### config.mk
export PLATFORM = sky130hd
export DESIGN_NAME = pmoc_ctrl
export DESIGN_NICKNAME = d
export VERILOG_FILES = /design/src/pmoc_sync2.v /design/src/pmoc_ctrl.v
export VERILOG_INCLUDE_DIRS = /design/src /design/src/inc
export SDC_FILE = /design/constraint.sdc
export NUM_CORES = 1
export LEC_CHECK = 0
export BUFFER_PORTS_ARGS = -buffer_cell sky130_fd_sc_hd__buf_2
export CAP_MARGIN = 15
export CORE_ASPECT_RATIO = 0.75
export CORE_UTILIZATION = 45
export CTS_CLUSTER_SIZE = 16
export DETAILED_ROUTE_END_ITERATION = 16
export GPL_TIMING_DRIVEN = 0
export PLACE_DENSITY_LB_ADDON = 0.08
export SLEW_MARGIN = 15
export SYNTH_ARGS = -nofsm -noshare
export SYNTH_HDL_FRONTEND = slang
export SYNTH_SLANG_ARGS = --single-unit
### constraint.sdc
create_clock -name i_clk -period 1.7 [get_ports i_clk]
set_input_delay 0.34 -clock i_clk [delete_from_list [all_inputs] [get_ports i_clk]]
set_output_delay 0.34 -clock i_clk [all_outputs]
set_load 0.02 [all_outputs]
### src/inc/pmoc_map.vh
// constants of the clock generator control block: multiplier codes, defaults, field positions
// assumes inclusion by bare name from the design files
`ifndef PMOC_MAP_VH
`define PMOC_MAP_VH

// ----------------------------------------------------------------------
// multiplier codes
// ----------------------------------------------------------------------
`define PMOC_MUL_X3        3'h0
`define PMOC_MUL_X4        3'h1
`define PMOC_MUL_X5        3'h2
`define PMOC_MUL_X6        3'h3
`define PMOC_MUL_RSV4      3'h4
`define PMOC_MUL_X9_2      3'h5
`define PMOC_MUL_RSV6      3'h6
`define PMOC_MUL_X15_4     3'h7

// ----------------------------------------------------------------------
// ratio encoding: numerator and denominator fields of o_mul_ratio
// ----------------------------------------------------------------------
`define PMOC_NUM_MSB       7
`define PMOC_NUM_LSB       3
`define PMOC_DEN_MSB       2
`define PMOC_DEN_LSB       0
`define PMOC_RATIO_X3      8'h19
`define PMOC_RATIO_X4      8'h21
`define PMOC_RATIO_X5      8'h29
`define PMOC_RATIO_X6      8'h31
`define PMOC_RATIO_X9_2    8'h4A
`define PMOC_RATIO_X15_4   8'h7C
`define PMOC_RATIO_NONE    8'h00

// ----------------------------------------------------------------------
// power-up values
// ----------------------------------------------------------------------
`define PMOC_RST_MUL       3'h1
`define PMOC_RST_REF_FREQ_SELECT    1'h0
`define PMOC_RST_TEST      1'h0
`define PMOC_RST_OUT_ON    4'hF
`define PMOC_RST_ERR       1'h0
`define PMOC_RST_SLOT      2'h0
`define PMOC_RST_LINE      4'h0

`endif

### src/pmoc_sync2.v
// two flip-flop synchroniser for one level from outside the clock domain
// assumes i_clk free running; i_ce freezes it
`timescale 1ns/100ps

module pmoc_sync2 (
  input  wire i_clk,
  input  wire i_rstn,
  input  wire i_ce,
  input  wire i_d,
  output wire o_q
);

  reg meta_q;
  reg sync_q;

  // first stage is read only by the second stage
  always @(posedge i_clk or negedge i_rstn) begin
    if (!i_rstn) begin
      meta_q <= 1'b0;
      sync_q <= 1'b0;
    end else if (i_ce) begin
      meta_q <= i_d;
      sync_q <= meta_q;
    end
  end

  assign o_q = sync_q;

endmodule // pmoc_sync2

### src/pmoc_ctrl.v
// control of a four-output differential clock generator: multiplier decode, modes, output gating
// assumes settings come from a management-bus front end on i_clk as write strobes;
// pins and the reference/synthesized clocks are asynchronous and are synchronised here
//
// Behaviour
// - three-bit code picks multiplier 3,4,5,6,9/2,15/4; codes 100 and 110 reserved
// - after power-up the multiplier code selects factor 4 until software rewrites it
// - active-low bypass pin routes reference clock to outputs around the PLL
// - two static slot inputs are sampled to tell devices on one bus apart
// - four differential pairs, each pair driven or released on its own
// - output-enable pin low puts all four pairs in high impedance, overriding all
// - enabled, bypass asserted, test bit clear: reference pair drives all four outputs
// - at power-up test bit clears and all four per-output enable bits set
// - normal mode drives pairs whose enable bit is 1 with PLL clock, others released
`timescale 1ns/100ps
`include "pmoc_map.vh"

module pmoc_ctrl (
  input  wire       i_clk,
  input  wire       i_rstn,
  input  wire       i_ce,
  // settings write port
  input  wire       i_mul_wr,
  input  wire [2:0] i_mul_code,
  input  wire       i_ref_freq_select_wr,
  input  wire       i_ref_freq_select,
  input  wire       i_ctl_wr,
  input  wire       i_vendor_test_bit,
  input  wire [3:0] i_out_on_bits,
  // pins
  input  wire       i_out_enable,
  input  wire       i_bypass_n,
  input  wire       i_bus_slot_bit0,
  input  wire       i_bus_slot_bit1,
  input  wire       i_ref_in_pos,
  input  wire       i_ref_in_neg,
  input  wire       i_pll_pos,
  input  wire       i_pll_neg,
  // status
  output wire [2:0] o_mul_code,
  output wire [7:0] o_mul_ratio,
  output wire       o_ref_freq_select,
  output wire       o_vendor_test_bit,
  output wire [3:0] o_out_on_bits,
  output wire [1:0] o_bus_slot,
  output wire       o_bypass_active,
  output wire       o_test_mode,
  output wire       o_mul_reserved_err,
  // differential outputs, tri-state style: data plus enable per line
  output wire [3:0] o_out_pos,
  output wire [3:0] o_out_pos_oe,
  output wire [3:0] o_out_neg,
  output wire [3:0] o_out_neg_oe
);

  // ----------------------------------------------------------------------
  // pin synchronisers
  // ----------------------------------------------------------------------
  // clock lines are sampled too, so outputs are a 100 MHz image of them;
  // fine for the bench, an analog mux would replace this in silicon
  wire [7:0] pin_raw = {i_pll_neg, i_pll_pos, i_ref_in_neg, i_ref_in_pos,
                        i_bus_slot_bit1, i_bus_slot_bit0, i_bypass_n, i_out_enable};
  wire [7:0] pin_s;

  genvar gi;
  generate
    for (gi = 0; gi < 8; gi = gi + 1) begin : g_sync
      pmoc_sync2 u_sync (
        .i_clk  (i_clk),
        .i_rstn (i_rstn),
        .i_ce   (i_ce),
        .i_d    (pin_raw[gi]),
        .o_q    (pin_s[gi])
      );
    end
  endgenerate

  wire en_s     = pin_s[0];
  wire bypn_s   = pin_s[1];
  wire refp_s   = pin_s[4];
  wire refn_s   = pin_s[5];
  wire pllp_s   = pin_s[6];
  wire plln_s   = pin_s[7];

  // ----------------------------------------------------------------------
  // settings
  // ----------------------------------------------------------------------
  reg [2:0] mul_q;
  reg       ref_freq_select_q;
  reg       test_q;
  reg [3:0] on_q;
  reg       rsv_err_q;
  reg [1:0] slot_q;

  wire wr_rsv = i_mul_wr & ((i_mul_code == `PMOC_MUL_RSV4) |
                            (i_mul_code == `PMOC_MUL_RSV6));

  always @(posedge i_clk or negedge i_rstn) begin
    if (!i_rstn) begin
      mul_q     <= `PMOC_RST_MUL;
      ref_freq_select_q  <= `PMOC_RST_REF_FREQ_SELECT;
      test_q    <= `PMOC_RST_TEST;
      on_q      <= `PMOC_RST_OUT_ON;
      rsv_err_q <= `PMOC_RST_ERR;
    end else if (i_ce) begin
      // reserved codes are refused so the PLL never sees an undefined ratio
      if (i_mul_wr && !wr_rsv) begin
        mul_q <= i_mul_code;
      end
      if (wr_rsv) begin
        rsv_err_q <= 1'b1;
      end else if (i_mul_wr) begin
        rsv_err_q <= 1'b0;
      end
      if (i_ref_freq_select_wr) begin
        ref_freq_select_q <= i_ref_freq_select;
      end
      if (i_ctl_wr) begin
        test_q <= i_vendor_test_bit;
        on_q   <= i_out_on_bits;
      end
    end
  end

  // straps are static, so tracking the synchronised level costs nothing;
  // a one-shot capture would only see the synchroniser's reset value
  always @(posedge i_clk or negedge i_rstn) begin
    if (!i_rstn) begin
      slot_q <= `PMOC_RST_SLOT;
    end else if (i_ce) begin
      slot_q <= {pin_s[3], pin_s[2]};
    end
  end

  // ----------------------------------------------------------------------
  // multiplier decode
  // ----------------------------------------------------------------------
  reg [7:0] ratio;
  always @* begin
    case (mul_q)
      `PMOC_MUL_X3:    ratio = `PMOC_RATIO_X3;
      `PMOC_MUL_X4:    ratio = `PMOC_RATIO_X4;
      `PMOC_MUL_X5:    ratio = `PMOC_RATIO_X5;
      `PMOC_MUL_X6:    ratio = `PMOC_RATIO_X6;
      `PMOC_MUL_X9_2:  ratio = `PMOC_RATIO_X9_2;
      `PMOC_MUL_X15_4: ratio = `PMOC_RATIO_X15_4;
      default:         ratio = `PMOC_RATIO_NONE;
    endcase
  end

  // ----------------------------------------------------------------------
  // mode states, one-hot
  // ----------------------------------------------------------------------
  localparam [3:0] ST_OFF  = 4'h1;
  localparam [3:0] ST_TEST = 4'h2;
  localparam [3:0] ST_BYP  = 4'h4;
  localparam [3:0] ST_PLL  = 4'h8;

  reg [3:0] mode;
  always @* begin
    if (!en_s) begin
      mode = ST_OFF;
    end else if (test_q) begin
      mode = ST_TEST;
    end else if (!bypn_s) begin
      mode = ST_BYP;
    end else begin
      mode = ST_PLL;
    end
  end

  // ----------------------------------------------------------------------
  // output registers
  // ----------------------------------------------------------------------
  reg [3:0] pos_q;
  reg [3:0] neg_q;
  reg [3:0] pos_oe_q;
  reg [3:0] neg_oe_q;
  reg [3:0] pos_d;
  reg [3:0] neg_d;
  reg [3:0] oe_d;

  always @* begin
    case (mode)
      ST_OFF: begin
        pos_d = 4'h0;
        neg_d = 4'h0;
        oe_d  = 4'h0;
      end
      ST_BYP: begin
        pos_d = {4{refp_s}};
        neg_d = {4{refn_s}};
        oe_d  = 4'hF;
      end
      ST_PLL: begin
        pos_d = {4{pllp_s}} & on_q;
        neg_d = {4{plln_s}} & on_q;
        oe_d  = on_q;
      end
      // vendor test is undefined; outputs are released as the safe choice
      default: begin
        pos_d = 4'h0;
        neg_d = 4'h0;
        oe_d  = 4'h0;
      end
    endcase
  end

  always @(posedge i_clk or negedge i_rstn) begin
    if (!i_rstn) begin
      pos_q    <= `PMOC_RST_LINE;
      neg_q    <= `PMOC_RST_LINE;
      pos_oe_q <= `PMOC_RST_LINE;
      neg_oe_q <= `PMOC_RST_LINE;
    end else if (i_ce) begin
      pos_q    <= pos_d;
      neg_q    <= neg_d;
      pos_oe_q <= oe_d;
      neg_oe_q <= oe_d;
    end
  end

  assign o_out_pos          = pos_q;
  assign o_out_neg          = neg_q;
  assign o_out_pos_oe       = pos_oe_q;
  assign o_out_neg_oe       = neg_oe_q;
  assign o_mul_code         = mul_q;
  assign o_mul_ratio        = ratio;
  assign o_ref_freq_select  = ref_freq_select_q;
  assign o_vendor_test_bit  = test_q;
  assign o_out_on_bits      = on_q;
  assign o_bus_slot         = slot_q;
  assign o_bypass_active    = (mode == ST_BYP);
  assign o_test_mode        = (mode == ST_TEST);
  assign o_mul_reserved_err = rsv_err_q;

endmodule // pmoc_ctrl

Word level (Yosys, flattened, before mapping)

Index checks and enable logic that the tools add are counted.
Widths: inputs -> output; s select.

Equal/unequal tests: 10
Reductions and logical operators: 8
Mux-type cells: 9
Bitwise logic cells: 4

Operators with widths:

| kind               | count |
|---|---|
| $pmux 7 s6         | 1 |
| $pmux 4 s2         | 3 |
| $eq 3x3->1 const B | 4 |
| $mux 4             | 3 |
| $and 4x4->4        | 2 |
| $reduce_and 2->1   | 4 |
| $eq 3x2->1 const B | 2 |
| $eq 4x2->1 const B | 1 |
| $eq 4x3->1 const B | 1 |
| $eq 4x4->1 const B | 1 |
| $eq 3x1->1 const B | 1 |
| $logic_not 3->1    | 1 |
| $mux 1             | 2 |
| $reduce_bool 2->1  | 1 |
| $and 1x1->1        | 1 |
| $logic_and 1x1->1  | 1 |
| $logic_not 1->1    | 1 |
| $or 1x1->1         | 1 |

Output and inout port bits: 38
Input bits: 23
Register bits: 40
Word-level logic and storage cells: 56

Logic depth before layout (Yosys ltp)

Gate-level depths: netlist of the first run.

Word-level depth: 6
Mapped depth: 5
Mapped depth without buffers: 3

Hierarchy

Synthesis of the first run repeated with hierarchy kept, for this count alone.

Cell total of the unflattened synthesis: 126
Area, all modules: 1694.1 µm²

Modules (own cells, without submodules):

| module     | cells an instance | seq. area each (µm²) | times used | area each (µm²) |
|---|---|---|---|---|
| pmoc_ctrl  | 94                | 606.8                | 1          | 1113.6 |
| pmoc_sync2 | 4                 | 50.0                 | 8          | 72.6 |

Worst setup path before layout of the first run

OpenSTA, ideal clock, no wires.

Path kind: reg2out
Start: register mul_q[0], in the netlist o_mul_code[0]
End: output port o_mul_ratio[1]
Arrival: 1274 ps
Setup slack: 86 ps
Data required time: 1360 ps
Cell stages (with the launch flop): 3
Path buffers: 0
Cells stage by stage: dfstp_2 -> and2_1 -> nor2b_1

Longest elaborated chain between the ends: 2
Elaborated cells between the ends (all ways): 7
Those cells by class: eq/ne (5); mux (1); reduce/logical (1)

Ends and longest elaborated chain:

| what                               | RTL line        | RTL |
|---|---|---|
| start: declaration                 | pmoc_ctrl.v:88  | `reg [2:0] mul_q;` |
| start signal: assignment           | pmoc_ctrl.v:100 | `` mul_q <= `PMOC_RST_MUL; `` |
| start signal: assignment           | pmoc_ctrl.v:108 | `mul_q <= i_mul_code;` |
| $eq 3x3->1 (tied with other cells) | pmoc_ctrl.v:140 | `case (mul_q)` |
| $pmux 7 s6 (*)                     | pmoc_ctrl.v:140 |  |
| end: declaration                   | pmoc_ctrl.v:41  | `output wire [7:0] o_mul_ratio,` |

Mark *: on every way between the ends. The rest lies on a longest branch, timed or not.

Worst setup path after layout of the first run

Start: register mul_q[0], in the netlist o_mul_code[0]
End: output port o_mul_ratio[5]

Same word-level chain as after synthesis.

==> results_dict.tcl, run 1 <==
set metrics [dict create \
    crit_required_ns 1.36 \
    avgViaCountPerCell 4.88 \
    routed_wl_um 3280 \
    fmax_ghz 0.602 \
    leakage_uw 0.00111 \
    max-vdd-ir-drop_uv 771 \
    synth_xor_area_share_pct 0.509 \
    worstSetupEndpointType "primary output" \
    worstReg2RegStart "g_sync[0].u_sync.o_q$_DFFE_PN0P_" \
    die_h_um 55.5 \
    antenna_found_initial 0 \
    clk_pin_slew_ns 0.07 \
    place_ws_ns 0.349 \
    status "finished clean" \
    initialDrtViolationCount 24 \
    post-route-drc-count 0 \
    crit_fanout 6 \
    row_count 19 \
    synth_top_family_by_area "multiplexers" \
    cts.sinks 40 \
    final_cell_mix "buf_2, dfrtp_1, mux2_2, buf_4, a221o_1" \
    final_cells 251 \
    hold_viol_final 0 \
    fin_util_pct 60.2 \
    dp.cells 238 \
    grt_use_total_pct 18.1 \
    clock_latency_ns 0.29 \
    grt_pass1_vias 1237 \
    max_cap_viol_count 0 \
    slew_viol_final 0 \
    worst_hold_path_type "input pin to asynchronous set/reset pin" \
    yosysUniqueCellTypes 26 \
    cts_buffers 5 \
    ant_nets 0 \
    syn-num-nets 151 \
    portBuffers 58 \
    clock_path_buffers 2 \
    vias 1225 \
    cts_tree "built" \
    initial_core_util_pct 47.0 \
    htreeDepth 2 \
    seq_area_frac_synth_pct 58.6 \
    antennaDiodeCount 0 \
    setup-violations-final 0 \
    critPathArrivalTime_ns 1.32 \
    reg2reg_slack_ns 0.44 \
    cts_resized 0 \
    crit_type "flip-flop to primary output" \
    reg2reg_depth 4 \
    muxShareOfSynthArea_pct 16.4 \
    syn2layout_area_growth_pct 28.2 \
    overflow 0 \
    yosysWarningCount 0 \
    tns_ns 0 \
    synthAdderAreaFrac_pct 0.582 \
    syn_area_mm2 0.00172 \
    tightest_slew_ns 0.864 \
    crit_path_start_kind "flip-flop" \
    synth.avg_cell_area_um2 13.4 \
    post_drt_wl_per_cell_um 13.1 \
    period_needed_ns 1.66 \
    die-area_mm2 0.00407 \
    synth_compound_area_share_pct 7.13 \
    layout_commonest_cell "buf_2" \
    yosys.area_share.simple_pct 10.8 \
    cts_root_buf "clkbuf_8" \
    fin_ws_ns 0.0399 \
    slew_headroom_pct 42.4 \
    grt_pass1_wl_um 5450 \
    grt_max_degree 41 \
    post_dp_cell_area_mm2 0.00207 \
    ys_seq_elements 40 \
    finClkSkew_ns 0.00457 \
    gp_congestion 0.733 \
    first_pass_iters 4 \
    core_mm2 0.00366 \
    fin_nets 221 \
    power_density_mw_per_mm2 1130 \
    fin_area_mm2 0.00220 \
    min_period_over_period_pct 97.7 \
    hpwl_um 2390 \
    synth_cells 128 \
    drive_gt1_share_pct 58.8 \
    r2r_end "o_out_neg[2]$_DFFE_PN0P_" \
    ioPinCount 61 \
    fp.dieW_um 73.4 \
]
sequential cells by signal, indices dropped and copies added (netlist names):
name	flops
g_sync.u_sync.meta_q	8
g_sync.u_sync.o_q	8
o_out_neg	4
o_out_neg_oe	4
o_out_on_bits	4
o_out_pos	4
o_mul_code	3
o_bus_slot	2
o_mul_reserved_err	1
o_ref_freq_select	1
o_vendor_test_bit	1
critical path, stage by stage (launching register included):
cell and delay (ns):
dfstp_2 0.40, buf_4 0.14, maj3_1 0.33, buf_2 0.16
routing by layer:
metal  up-vias  share of wire [%]  global-route usage (%)  wire [um]
li1        587                  -                       -          -
met1       590                 44                    21.4       1430
met2        41                 48                    29.8       1580
met3         7                6.1                    5.29        199
met4         0                2.1                    9.07         69
met5         -                  0                       0          0
worst max path at each step:
stage / startpoint / end / slack (ns) / depth (start not counted)
after floorplan: o_mul_code[0]$_DFFE_PN1P_ / o_mul_ratio[1] / 0.09 / 2
after detailed placement: o_mul_code[0]$_DFFE_PN1P_ / o_mul_ratio[1] / 0.35 / 3
final: o_mul_code[0]$_DFFE_PN1P_ / o_mul_ratio[5] / 0.04 / 3
after global routing: o_mul_code[0]$_DFFE_PN1P_ / o_mul_ratio[1] / -0.01 / 3
after CTS: o_mul_code[0]$_DFFE_PN1P_ / o_mul_ratio[1] / 0.02 / 3
after global placement: o_mul_code[0]$_DFFE_PN1P_ / o_mul_ratio[1] / 0.37 / 3
area by class of cell:
type                       count  area (um2)
multi-input combinational     72         612
clock buffer                   6        82.6
tap                           52        65.1
sequential                    40        1010
inverter                       6        22.5
fill                         346        1460
timing repair buffer          63         328
clock inverter                 2        10.0
buffer                        10        77.6
report_power, final:
part,leakage [uW],switching [uW],internal (uW)
combinational,0.000576,351,300
sequential,0.000485,104,1100
clock,0.0000510,313,323
Yosys cell counts:
master / count / area share (%)
dfrtp_1: 35 / 51
mux2_2: 25 / 16
a221o_1: 8 / 4.7
buf_4: 6 / 2.6
inv_1: 6 / 1.3
nand3_1: 6 / 1.7
o21ai_0: 6 / 1.7
dfstp_2: 5 / 7.6
nand2_1: 5 / 1.1
nand2b_1: 5 / 1.8
and4_4: 2 / 1.3
and4b_4: 2 / 1.6
buf_2: 2 / 0.58
buf_6: 2 / 1.3
nor2b_1: 2 / 0.73
a21o_1: 1 / 0.44
a21oi_1: 1 / 0.29
and2_1: 1 / 0.36
and2_2: 1 / 0.44
and3_1: 1 / 0.36
conb_1: 1 / 0.22
maj3_1: 1 / 0.58
nor2_1: 1 / 0.22
nor2b_4: 1 / 0.80
nor3_1: 1 / 0.29
xnor2_1: 1 / 0.51
kinds of logic after synthesis:
family,count (synthesis)
flip-flops,40
AND/OR/NAND/NOR,28
multiplexers,25
AO/OA/AOI/OAI,16
buffers and inverters,16
adder cells (fa/ha/maj),1
other,1
XOR/XNOR,1
repair_timing:
action,4_1_cts,5_1_grt
setup buffers,0,5
setup endpoints to repair,0,3
hold buffers,0,0
through the flow:
| stage | total power (uW) | hold WS, ns |
|---|---|---|
| finish | 2490 | 0.157 |
| global route | 2630 | 0.218 |
| floorplan | 1620 | 0.0444 |
| detailed placement | 1850 | 0.470 |
| global placement | 1830 | 0.459 |
| CTS | 2500 | 0.185 |
No activity file was read; power rests on OpenSTA's default activity.
==> inputs of run 2 (changes only) <==
- CORE_UTILIZATION: 45 -> 49
==> results_dict.tcl, run 2 (synthesized netlist as in run 1, its figures left out) <==
set metrics [dict create \
    cts_buffers 5 \
    post_dp_cell_area_mm2 0.00206 \
    initialDrtViolationCount 18 \
    cts.sinks 40 \
    setup-violations-final 0 \
    max_cap_viol_count 0 \
    crit_start "o_mul_code[0]$_DFFE_PN1P_" \
    max-vdd-ir-drop_uv 611 \
    crit_path_end "o_mul_ratio[1]" \
    clock_path_buffers 2 \
    row_count 18 \
    post_drt_wl_per_cell_um 13.7 \
    ioPinCount 61 \
    die_h_um 53.3 \
    overflow 0 \
    fp.dieW_um 70.4 \
    post-route-drc-count 0 \
    initial_core_util_pct 51.9 \
    drive_gt1_share_pct 58.5 \
    rsz0062_at_grt "false" \
    fmax_ghz 0.614 \
    critPathArrivalTime_ns 1.29 \
    reg2reg_slack_ns 0.42 \
    fin_nets 217 \
    portBuffers 58 \
    grt_pass1_vias 1143 \
    syn2layout_area_growth_pct 27.0 \
    antenna_found_initial 0 \
    grt_use_total_pct 18.7 \
    crit_path_start_kind "flip-flop" \
    worst_hold_path_type "input pin to asynchronous set/reset pin" \
    die-area_mm2 0.00375 \
    layout_commonest_cell "buf_2" \
    worstSetupEndpointType "primary output" \
    maxUsedRoutingLayer "met4" \
    cts_root_buf "clkbuf_8" \
    m1WireLength_um 1440 \
    hpwl_um 2400 \
    reg2reg_depth 4 \
    crit_type "flip-flop to primary output" \
    period_needed_ns 1.63 \
    finClkSkew_ns 0.00583 \
    hold_buffers 0 \
    slew_headroom_pct 43.3 \
    antennaDiodeCount 0 \
    vias 1217 \
    crit_required_ns 1.36 \
    crit_fanout 8 \
    wl_met3_um 190 \
    wl_met2_um 1560 \
    routed_wl_um 3230 \
    ant_nets 0 \
    avgViaCountPerCell 5.18 \
    first_pass_iters 4 \
    grt_pass1_wl_um 5200 \
    power_density_mw_per_mm2 1180 \
    hold_viol_final 0 \
    slew_viol_final 0 \
    min_period_over_period_pct 95.8 \
    grt_max_degree 41 \
    gp_congestion 0.756 \
    htreeDepth 2 \
    status "finished clean" \
    leakage_uw 0.00110 \
    tns_ns 0 \
    clock_latency_ns 0.28 \
    cts_tree "built" \
    r2r_end "o_out_pos[3]$_DFFE_PN0P_" \
    final_cell_mix "buf_2, dfrtp_1, mux2_2, buf_4, a221o_1" \
    tightest_slew_ns 0.851 \
    fin_area_mm2 0.00218 \
    clk_pin_slew_ns 0.07 \
    core_mm2 0.00331 \
    worstReg2RegStart "g_sync[0].u_sync.o_q$_DFFE_PN0P_" \
]
==> run 2: cell types whose count changed in the layout (fill, tap and decap cells not counted), sizes merged <==
| cell | before | now |
|---|---|---|
| buf | 73 | 69 |
| bufinv | 0 | 1 |
| clkinv | 2 | 1 |
==> run 2: layer usage <==
metal,track usage (%),up-vias
li1,-,579
met1,22.9,593
met2,32.1,40
met3,4.95,5
met4,7.00,0
met5,0,-
==> run 2: cell type report <==
| cell class | instances | area, um2 |
|---|---|---|
| Timing Repair Buffer | 59 | 303 |
| Clock inverter | 2 | 35.0 |
| Fill cell | 276 | 1130 |
| Tap cell | 40 | 50.0 |
| Sequential cell | 40 | 1010 |
| Clock buffer | 6 | 72.6 |
| Inverter | 6 | 22.5 |
| Multi-Input combinational cell | 72 | 614 |
| Buffer | 10 | 77.6 |
==> run 2: per-stage QoR <==
stage / setup WS [ns] / instances / total power, uW / hold slack [ns] / util [%]
after floorplan: 0.0862 / 128 / 1620 / 0.0444 / -
after global placement: 0.380 / 226 / 1830 / 0.462 / 62.2
after detailed placement: 0.345 / 226 / 1850 / 0.492 / 62.2
after CTS: 0.0396 / 234 / 2590 / 0.194 / 65.5
after global routing: 0.00324 / 235 / 2700 / 0.240 / 65.9
final: 0.0719 / 235 / 2570 / 0.161 / 65.9
==> run 2: worst min-delay path by stage <==
stage / start / end / slack, ns / cells after the start
after floorplan: i_rstn / g_sync[0].u_sync.meta_q$_DFFE_PN0P_ / 0.04 / 0
after global placement: o_mul_reserved_err$_DFFE_PN0P_ / o_mul_reserved_err$_DFFE_PN0P_ / 0.46 / 2
after detailed placement: o_ref_freq_select$_DFFE_PN0P_ / o_ref_freq_select$_DFFE_PN0P_ / 0.49 / 1
after CTS: i_rstn / o_out_neg[3]$_DFFE_PN0P_ / 0.19 / 1
after global routing: i_rstn / g_sync[7].u_sync.meta_q$_DFFE_PN0P_ / 0.24 / 1
final: i_rstn / g_sync[7].u_sync.meta_q$_DFFE_PN0P_ / 0.16 / 1
==> run 2: what timing repair did <==
| item | CTS | global route |
|---|---|---|
| endpoints found under the setup margin | 0 | 3 |
| resized for setup | 0 | 4 |
| buffers inserted | 0 | 1 |
==> run 2: critical path, cell delays in order, from the launching register on <==
cell and delay (ns):
dfstp_2 0.59, and2_4 0.15, nor2b_1 0.12, buf_4 0.15
==> run 2: power by group <==
part	leakage, uW	internal (uW)	switching, uW
registers	0.000484	1100	111
logic	0.000559	289	343
clock network	0.0000552	435	294
